**src/common/nand_host_pkg.sv**
```systemverilog
`default_nettype none
package nand_host_pkg;

   // ************************************************************
   // Clock and bus timing
   // ************************************************************
   localparam int CLK_PERIOD_NS   = 20;
   localparam int GLITCH_NS       = 5;
   localparam int SETUP_NS        = 20;
   localparam int STROBE_LOW_NS   = 25;
   localparam int STROBE_HIGH_NS  = 15;
   localparam int READ_ACCESS_NS  = 35;
   localparam int SYNC_STAGES     = 2;

   // Least times round up to whole cycles, and never below one.
   localparam int SETUP_CYC = (SETUP_NS + CLK_PERIOD_NS - 1) / CLK_PERIOD_NS;
   localparam int LOW_CYC_RAW =
      (STROBE_LOW_NS + CLK_PERIOD_NS - 1) / CLK_PERIOD_NS;
   localparam int GLITCH_CYC =
      (GLITCH_NS + CLK_PERIOD_NS - 1) / CLK_PERIOD_NS;
   localparam int LOW_CYC = (LOW_CYC_RAW > GLITCH_CYC) ? LOW_CYC_RAW
                                                         : GLITCH_CYC;
   localparam int HIGH_CYC =
      (STROBE_HIGH_NS + CLK_PERIOD_NS - 1) / CLK_PERIOD_NS;
   localparam int READ_CYC =
      (READ_ACCESS_NS + CLK_PERIOD_NS - 1) / CLK_PERIOD_NS + SYNC_STAGES;

   localparam logic [7:0] SETUP_CNT = 8'((SETUP_CYC > 0) ? SETUP_CYC : 1);
   localparam logic [7:0] LOW_CNT   = 8'((LOW_CYC > 0) ? LOW_CYC : 1);
   localparam logic [7:0] HIGH_CNT  = 8'((HIGH_CYC > 0) ? HIGH_CYC : 1);
   localparam logic [7:0] READ_CNT  = 8'(READ_CYC);

   // ************************************************************
   // Address layout
   // ************************************************************
   localparam int ADDR_W = 29;
   localparam logic [2:0] CYCLES_SHORT = 3'h4;
   localparam logic [2:0] CYCLES_LONG  = 3'h5;

   // ************************************************************
   // Types
   // ************************************************************
   typedef enum logic [2:0] {
      OP_CMD      = 3'h0,
      OP_ADDR     = 3'h1,
      OP_WRITE    = 3'h2,
      OP_READ     = 3'h3,
      OP_DESELECT = 3'h4
   } op_type;

   typedef enum logic [4:0] {
      ST_IDLE  = 5'h01,
      ST_SETUP = 5'h02,
      ST_LOW   = 5'h04,
      ST_HIGH  = 5'h08,
      ST_DESEL = 5'h10
   } state_type;

   typedef struct packed {
      op_type              op;
      logic [15:0]         data;
      logic [ADDR_W-1:0]   addr;
   } request_type;

   typedef struct packed {
      logic        chip_sel_n;
      logic        cmd_latch_strobe;
      logic        addr_latch_strobe;
      logic        write_n;
      logic        read_n;
      logic        write_prot_n;
      logic [15:0] io_out;
      logic        io_oe;
   } pins_type;

   localparam pins_type PINS_IDLE = '{
      chip_sel_n:        1'b1,
      cmd_latch_strobe:  1'b0,
      addr_latch_strobe: 1'b0,
      write_n:           1'b1,
      read_n:            1'b1,
      write_prot_n:      1'b0,
      io_out:            16'h0000,
      io_oe:             1'b0
   };

endpackage
`default_nettype wire

```
**src/rtl/sync_two_flop.sv**
```systemverilog
`default_nettype none
module sync_two_flop #(
   parameter int WIDTH = 1
) (
   input  wire logic             clock_i,
   input  wire logic             rst_i,
   input  wire logic [WIDTH-1:0] async_i,
   output var  logic [WIDTH-1:0] sync_o
);

   logic [WIDTH-1:0] meta_reg;

   // ************************************************************
   // Two stages; only the second stage is read.
   // ************************************************************
   always_ff @(posedge clock_i) begin
      if (rst_i) begin
         meta_reg <= '0;
         sync_o   <= '0;
      end else begin
         meta_reg <= async_i;
         sync_o   <= meta_reg;
      end
   end

endmodule
`default_nettype wire

```
**src/rtl/nand_host_ctrl.sv**
```systemverilog
`default_nettype none
module nand_host_ctrl #(
   parameter bit WIDE16     = 1'b0,
   parameter bit FIVE_CYCLE = 1'b1
) (
   input  wire logic                      clock_i,
   input  wire logic                      rst_i,
   input  wire logic                      req_valid_i,
   input  wire nand_host_pkg::request_type req_i,
   output var  logic                      req_ready_o,
   output var  logic                      rsp_valid_o,
   output var  logic [15:0]               rsp_data_o,
   input  wire logic                      prot_release_i,
   input  wire logic                      supply_ok_i,
   input  wire logic                      ready_busy_n_i,
   input  wire logic [15:0]               io_i,
   output var  nand_host_pkg::pins_type   pins_o,
   output var  logic                      device_ready_o
);

   // ************************************************************
   // State
   // ************************************************************
   typedef struct packed {
      nand_host_pkg::state_type st;
      logic [7:0]               cnt;
      logic [2:0]               idx;
      nand_host_pkg::op_type    op;
      logic [15:0]              data;
      logic [nand_host_pkg::ADDR_W-1:0] addr;
      nand_host_pkg::pins_type  pins;
      logic                     ready;
      logic                     rsp_valid;
      logic [15:0]              rsp_data;
      logic                     dev_ready;
   } ctrl_type;

   ctrl_type ctrl_reg;
   ctrl_type ctrl_next;

   logic [15:0] io_sync;
   logic        rb_sync;
   logic        supply_sync;
   logic [2:0]  last_idx;

   // The address phase length follows the array density.
   assign last_idx = FIVE_CYCLE
      ? 3'(nand_host_pkg::CYCLES_LONG - 3'h1)
      : 3'(nand_host_pkg::CYCLES_SHORT - 3'h1);

   // ************************************************************
   // Pin synchronisers
   // ************************************************************
   sync_two_flop #(
      .WIDTH (18)
   ) u_sync (
      .clock_i (clock_i),
      .rst_i   (rst_i),
      .async_i ({io_i, ready_busy_n_i, supply_ok_i}),
      .sync_o  ({io_sync, rb_sync, supply_sync})
   );

   // ************************************************************
   // Address byte selection
   // ************************************************************
   // Returns the low-byte value for one address cycle.
   function automatic logic [7:0] addr_byte(
      input logic [2:0]                      idx,
      input logic [nand_host_pkg::ADDR_W-1:0] a
   );
      logic [7:0] b;
      b = 8'h00;
      if (WIDE16) begin
         case (idx)
            3'h0:    b = a[7:0];
            3'h1:    b = {5'h00, a[10:8]};
            3'h2:    b = a[18:11];
            3'h3:    b = a[26:19];
            default: b = {7'h00, a[27]};
         endcase
      end else begin
         case (idx)
            3'h0:    b = a[7:0];
            3'h1:    b = {4'h0, a[11:8]};
            3'h2:    b = a[19:12];
            3'h3:    b = a[27:20];
            default: b = {7'h00, a[28]};
         endcase
      end
      return b;
   endfunction

   // ************************************************************
   // Next state
   // ************************************************************
   // One bus cycle per request; an address request runs all cycles.
   always_comb begin
      ctrl_next = ctrl_reg;
      ctrl_next.rsp_valid = 1'b0;
      ctrl_next.dev_ready = rb_sync;
      // Protect is released only on request and with supply good.
      ctrl_next.pins.write_prot_n = prot_release_i & supply_sync;
      case (ctrl_reg.st)
         nand_host_pkg::ST_IDLE: begin
            ctrl_next.ready = 1'b1;
            if (req_valid_i && ctrl_reg.ready && supply_sync) begin
               ctrl_next.ready = 1'b0;
               ctrl_next.op    = req_i.op;
               ctrl_next.data  = req_i.data;
               ctrl_next.addr  = req_i.addr;
               ctrl_next.idx   = 3'h0;
               ctrl_next.cnt   = nand_host_pkg::SETUP_CNT - 8'h01;
               ctrl_next.pins.write_n = 1'b1;
               ctrl_next.pins.read_n  = 1'b1;
               ctrl_next.st = nand_host_pkg::ST_SETUP;
               case (req_i.op)
                  nand_host_pkg::OP_CMD: begin
                     ctrl_next.pins.chip_sel_n        = 1'b0;
                     ctrl_next.pins.cmd_latch_strobe  = 1'b1;
                     ctrl_next.pins.addr_latch_strobe = 1'b0;
                     ctrl_next.pins.io_out = {8'h00, req_i.data[7:0]};
                     ctrl_next.pins.io_oe  = 1'b1;
                  end
                  nand_host_pkg::OP_ADDR: begin
                     ctrl_next.pins.chip_sel_n        = 1'b0;
                     ctrl_next.pins.cmd_latch_strobe  = 1'b0;
                     ctrl_next.pins.addr_latch_strobe = 1'b1;
                     ctrl_next.pins.io_out =
                        {8'h00, addr_byte(3'h0, req_i.addr)};
                     ctrl_next.pins.io_oe  = 1'b1;
                  end
                  nand_host_pkg::OP_WRITE: begin
                     ctrl_next.pins.chip_sel_n        = 1'b0;
                     ctrl_next.pins.cmd_latch_strobe  = 1'b0;
                     ctrl_next.pins.addr_latch_strobe = 1'b0;
                     ctrl_next.pins.io_out = WIDE16 ? req_i.data
                                           : {8'h00, req_i.data[7:0]};
                     ctrl_next.pins.io_oe  = 1'b1;
                  end
                  nand_host_pkg::OP_READ: begin
                     ctrl_next.pins.chip_sel_n        = 1'b0;
                     ctrl_next.pins.cmd_latch_strobe  = 1'b0;
                     ctrl_next.pins.addr_latch_strobe = 1'b0;
                     ctrl_next.pins.io_oe  = 1'b0;
                  end
                  default: begin
                     // Deselect waits for the device to go ready first.
                     ctrl_next.pins.cmd_latch_strobe  = 1'b0;
                     ctrl_next.pins.addr_latch_strobe = 1'b0;
                     ctrl_next.pins.io_oe = 1'b0;
                     ctrl_next.st = nand_host_pkg::ST_DESEL;
                  end
               endcase
            end
         end
         nand_host_pkg::ST_SETUP: begin
            if (ctrl_reg.cnt == 8'h00) begin
               ctrl_next.st = nand_host_pkg::ST_LOW;
               if (ctrl_reg.op == nand_host_pkg::OP_READ) begin
                  ctrl_next.pins.read_n = 1'b0;
                  ctrl_next.cnt = nand_host_pkg::READ_CNT - 8'h01;
               end else begin
                  ctrl_next.pins.write_n = 1'b0;
                  ctrl_next.cnt = nand_host_pkg::LOW_CNT - 8'h01;
               end
            end else begin
               ctrl_next.cnt = ctrl_reg.cnt - 8'h01;
            end
         end
         nand_host_pkg::ST_LOW: begin
            if (ctrl_reg.cnt == 8'h00) begin
               // The rising write strobe latches; data stays for hold.
               ctrl_next.pins.write_n = 1'b1;
               ctrl_next.pins.read_n  = 1'b1;
               if (ctrl_reg.op == nand_host_pkg::OP_READ) begin
                  // Any output kind arrives here alike.
                  ctrl_next.rsp_data = WIDE16 ? io_sync
                                     : {8'h00, io_sync[7:0]};
               end
               ctrl_next.cnt = nand_host_pkg::HIGH_CNT - 8'h01;
               ctrl_next.st  = nand_host_pkg::ST_HIGH;
            end else begin
               ctrl_next.cnt = ctrl_reg.cnt - 8'h01;
            end
         end
         nand_host_pkg::ST_HIGH: begin
            if (ctrl_reg.cnt != 8'h00) begin
               ctrl_next.cnt = ctrl_reg.cnt - 8'h01;
            end else if (ctrl_reg.op == nand_host_pkg::OP_ADDR &&
                         ctrl_reg.idx != last_idx) begin
               // Next address cycle; never more than the density needs.
               ctrl_next.idx = ctrl_reg.idx + 3'h1;
               ctrl_next.pins.io_out =
                  {8'h00, addr_byte(3'(ctrl_reg.idx + 3'h1),
                                    ctrl_reg.addr)};
               ctrl_next.pins.write_n = 1'b0;
               ctrl_next.cnt = nand_host_pkg::LOW_CNT - 8'h01;
               ctrl_next.st  = nand_host_pkg::ST_LOW;
            end else begin
               ctrl_next.pins.cmd_latch_strobe  = 1'b0;
               ctrl_next.pins.addr_latch_strobe = 1'b0;
               ctrl_next.pins.io_oe = 1'b0;
               ctrl_next.rsp_valid  = 1'b1;
               ctrl_next.ready      = 1'b1;
               ctrl_next.st = nand_host_pkg::ST_IDLE;
            end
         end
         nand_host_pkg::ST_DESEL: begin
            // Chip select rises only once the device is ready.
            if (rb_sync) begin
               ctrl_next.pins.chip_sel_n = 1'b1;
               ctrl_next.pins.io_oe      = 1'b0;
               ctrl_next.rsp_valid = 1'b1;
               ctrl_next.ready     = 1'b1;
               ctrl_next.st = nand_host_pkg::ST_IDLE;
            end
         end
         default: begin
            ctrl_next.st = nand_host_pkg::ST_IDLE;
         end
      endcase
      // Supply lockout aborts everything and leaves the bus idle.
      if (!supply_sync) begin
         ctrl_next.pins      = nand_host_pkg::PINS_IDLE;
         ctrl_next.ready     = 1'b0;
         ctrl_next.rsp_valid = 1'b0;
         ctrl_next.st        = nand_host_pkg::ST_IDLE;
      end
   end

   // ************************************************************
   // State register
   // ************************************************************
   always_ff @(posedge clock_i) begin
      if (rst_i) begin
         ctrl_reg.st        <= nand_host_pkg::ST_IDLE;
         ctrl_reg.cnt       <= 8'h00;
         ctrl_reg.idx       <= 3'h0;
         ctrl_reg.op        <= nand_host_pkg::OP_CMD;
         ctrl_reg.data      <= 16'h0000;
         ctrl_reg.addr      <= '0;
         ctrl_reg.pins      <= nand_host_pkg::PINS_IDLE;
         ctrl_reg.ready     <= 1'b0;
         ctrl_reg.rsp_valid <= 1'b0;
         ctrl_reg.rsp_data  <= 16'h0000;
         ctrl_reg.dev_ready <= 1'b0;
      end else begin
         ctrl_reg <= ctrl_next;
      end
   end

   // ************************************************************
   // Outputs
   // ************************************************************
   assign req_ready_o    = ctrl_reg.ready;
   assign rsp_valid_o    = ctrl_reg.rsp_valid;
   assign rsp_data_o     = ctrl_reg.rsp_data;
   assign pins_o         = ctrl_reg.pins;
   assign device_ready_o = ctrl_reg.dev_ready;

endmodule
`default_nettype wire

```
**config.mk**
```make
export PLATFORM = sky130hd
export DESIGN_NAME = nand_host_ctrl
export DESIGN_NICKNAME = d
export VERILOG_FILES = /design/src/common/nand_host_pkg.sv /design/src/rtl/sync_two_flop.sv /design/src/rtl/nand_host_ctrl.sv
export SDC_FILE = /design/constraint.sdc
export NUM_CORES = 1
export LEC_CHECK = 0
export BUFFER_PORTS_ARGS = -buffer_cell sky130_fd_sc_hd__buf_2
export CAP_MARGIN = 20
export CORE_ASPECT_RATIO = 0.7
export CORE_MARGIN = 1
export CORE_UTILIZATION = 50
export CTS_BUF_LIST = sky130_fd_sc_hd__clkbuf_4
export DETAILED_ROUTE_END_ITERATION = 16
export GPL_TIMING_DRIVEN = 1
export PLACE_DENSITY_LB_ADDON = 0.12
export SYNTH_ARGS = -nofsm -noshare
export SYNTH_HDL_FRONTEND = slang
export SYNTH_SLANG_ARGS = --single-unit
```
**constraint.sdc**
```tcl
create_clock -name clock_i -period 2.1 [get_ports clock_i]
set_input_delay 0.21 -clock clock_i [delete_from_list [all_inputs] [get_ports clock_i]]
set_output_delay 0.21 -clock clock_i [all_outputs]
set_load 0.03 [all_outputs]
```
==> results by group <==
Outcome
  • Status: complete, no violations

Clock network
  • Total CTS buffers: 9
  • Clk pin slew, worst setup/hold paths: 0.16 ns
  • Clk root buf: clkbuf_4
  • Clock latency on the worst-skew pair: 0.46 ns
  • H-tree levels: 3
  • CTS tree: done
  • Clock Sinks: 94
  • Clock Path Buffers: 2

Die
  • Height of the die: 81.3 um
  • Num rows: 28
  • Die footprint: roughly 9400 um2
  • Top-Level Pins: 112
  • Initial Util: 0.524
  • Die width: 115 um
  • Core Region: 8580 um2

Synth
  • Simple-Gate Fraction of Synth Area: 0.235
  • Most used DFF post-synth: dfxtp_1
  • Netlist cell types: a little over 60
  • Synth Area in Adders: 0.0195
  • Post-synthesis mux area share: 0.0379
  • Ys async rst share: 0
  • Syn_area_per_cell: between 8 and 9 um2
  • Seq/Total Area, Yosys: 0.419
  • Synthesized area: 4500 um2
  • Synth Warn #: 0
  • Synth Area in XOR/XNOR: 0.00584
  • Largest family of logic cells by synthesized area: simple AND/OR/NAND/NOR gates
  • Mapped Cells: 524
  • Compound-gate portion of the synthesized area: 0.183
  • #FFs+latches synth: 94
  • Number of synthesized flops with an enable pin: 0

Timing
  • Layout Skew: 0.0303 ns
  • Unrepaired setup endpoints after global routing: yes
  • Final Hold Fails: 0
  • Setup_tns: 0 ns
  • Pins Over Slew Limit: 0
  • Slew Limit Headroom: 0.515
  • Period utilization: 0.987
  • Minimum clock period: 2.07 ns
  • Fmax: 0.483 GHz
  • Setup violators final: 0
  • Worst slew pin tran: 0.721 ns

Placed design
  • Buffers on Ports: between 70 and 80
  • Placed cell area: between 5000 and 6000 um2
  • Final GP Congestion: between 0.8 and 0.9
  • Hpwl dp: 8370 um

Drt
  • DRT Wirelength: 12400 um
  • Antenna Nets Post-Route: 0
  • Wire length per cell: between 15 and 20 um
  • Initial DRC count: around 270
  • Vias per cell: 5.50
  • Post-route DRC: 0
  • DRT Pass-1 Iters: 5
  • DR vias: 4225

Worst setup path
  • Worst path slowest cell: or4b_4
  • CP Class: flop to flop
  • Crit path cell chain: inv_2, ha_4, or4b_4, a211oi_2, o211ai_2, or3_1, a21oi_1
  • Arr. time, crit path: between 2 and 2.5 ns
  • Req. time, crit path: 2.49 ns
  • Startpoint types: flop
  • Crit Path Max Fanout: 5
  • CP Capture Type: flop
  • Crit-path max cell delay: 0.48 ns

GRT
  • Initial antenna violation count: 0
  • Number of global-route vias before repair: 3747
  • Global-route wire length before repair: 19300 um
  • Largest net degree at the start of global routing: 79
  • Grt ovf: 0
  • GR Util All Layers: 0.274

Layout
  • Ant diodes: 0
  • Final core utilization: 0.669
  • Max reg flops: 48
  • Final Net Count: 721
  • Post-route cell area: 5740 um2
  • Layout cells sized above 1: 0.281
  • Synth-to-Final Area Change: 27.7%

Run
  • Max_cap viols: 0

Power
  • Power Total: 2.92 mW
  • Power Density: 509 nW/um2
  • Maximum VDD drop: 598 uV
  • LEAKAGE: 2.27 nW

Min path
  • Worst Hold Class: input pin to flop
-- cell usage in the layout, fill, tap and decap left out, types with 3 or more instances in the layout --
| master | instances |
|---|---|
| nand3_1 | 6 |
| o21ai_0 | 9 |
| inv_1 | 8 |
| a22o_1 | 3 |
| dfxtp_1 | 90 |
| a221oi_1 | 3 |
| or3_1 | 3 |
| and3_1 | 4 |
| clkbuf_4 | 10 |
| dlygate4sd3_1 | 37 |
| nor2_1 | 24 |
| buf_2 | 79 |
| nand2_1 | 76 |
| o21a_1 | 3 |
| and2_1 | 3 |
| o32ai_2 | 6 |
| mux2i_1 | 17 |
| ha_1 | 5 |
| o211ai_1 | 3 |
| nand4_1 | 4 |
| nor2b_1 | 28 |
| a222oi_1 | 4 |
| buf_4 | 41 |
| nor3_1 | 20 |
| a21oi_1 | 55 |
| o32ai_1 | 4 |
| nand2b_1 | 6 |
| conb_1 | 16 |
| buf_6 | 3 |
| buf_12 | 3 |
-- path summary, 6_finish.rpt --
check,start,cells after the start,to,slack (ns)
setup / recovery,ctrl_reg[93],7,pins_o[20],0.03
hold / removal,req_i[45],3,ctrl_reg[87],0.03
setup reg to reg,ctrl_reg[93],7,pins_o[20],0.03
hold reg to reg,u_sync.meta_reg[2],1,u_sync.sync_o[2],0.45
-- synth_stat cells, drive strengths merged, types with 5 or more instances --
master | instances | share of area
dfxtp | 94 | 0.42
nand2 | 77 | 0.065
a21oi | 56 | 0.062
buf | 43 | 0.070
nor2b | 28 | 0.039
clkbuf | 26 | 0.022
nor2 | 26 | 0.023
nor3 | 23 | 0.028
mux2i | 17 | 0.038
o21ai | 11 | 0.014
o32ai | 11 | 0.023
inv | 10 | 0.0084
ha | 7 | 0.019
nand2b | 6 | 0.0084
nand3 | 6 | 0.0067
nor4 | 5 | 0.010
-- critical path, delay by kind of cell (launching register included) --
kind	cells	cell delay (ns)
adders and majority gates	1	0.14
DFF	1	0.36
AOI/OAI and AO/OA	3	0.55
and+or+nand+nor	2	0.87
buffers and inverters	1	0.07
-- power breakdown --
group	leakage, nW	internal, mW	total (mW)	switching (mW)
clock	0.0626	0.253	0.875	0.622
sequential	0.764	1.80	1.81	0.00589
combinational	1.44	0.114	0.241	0.127
total	2.27	2.17	2.92	0.754
-- final cells by class --
type	instances	area, um2
timing repair buffer	163	1170
clock inverter	5	35.0
fill	738	2840
multi-input combinational	366	2390
clock buffer	10	75.1
sequential	94	1890
tap	120	150
inverter	10	37.5
-- timing repair --
action / 4_1_cts / 5_1_grt
hold buffers: 36 / 1
endpoints found under the setup margin: 18 / 24
endpoints found under the hold margin: 36 / 1
resized for setup: 11 / 29
setup buffers: 3 / 2
pin swaps: 6 / 9
-- cells by family after synthesis --
| kind of cell | count (synthesis) |
|---|---|
| other cells | 1 |
| mux | 17 |
| flops | 94 |
| xor+xnor | 3 |
| simple gates | 202 |
| buf+inv | 79 |
| compound gates | 121 |
| fa+ha+maj | 7 |
-- layer usage --
layer  wire [um]  track usage  vias to the layer above
li1            -            -                     2038
met1        5890        0.393                     1995
met2        5280        0.400                      174
met3         964       0.0657                       18
met4         221       0.0922                        0
met5           0            0                        -
-- metrics by stage --
step | cells | hold WS (ns) | worst slack, ns
4_1_cts | 765 | 0.000836 | -0.00866
3_5_place_dp | 711 | 0.413 | -0.214
3_3_place_gp | 711 | 0.417 | -0.0438
5_1_grt | 768 | 0.00501 | -0.0474
2_1_floorplan | 539 | 0.332 | 0.167
6_report | 768 | 0.0287 | 0.0276
(Power assumes the default switching activity.)
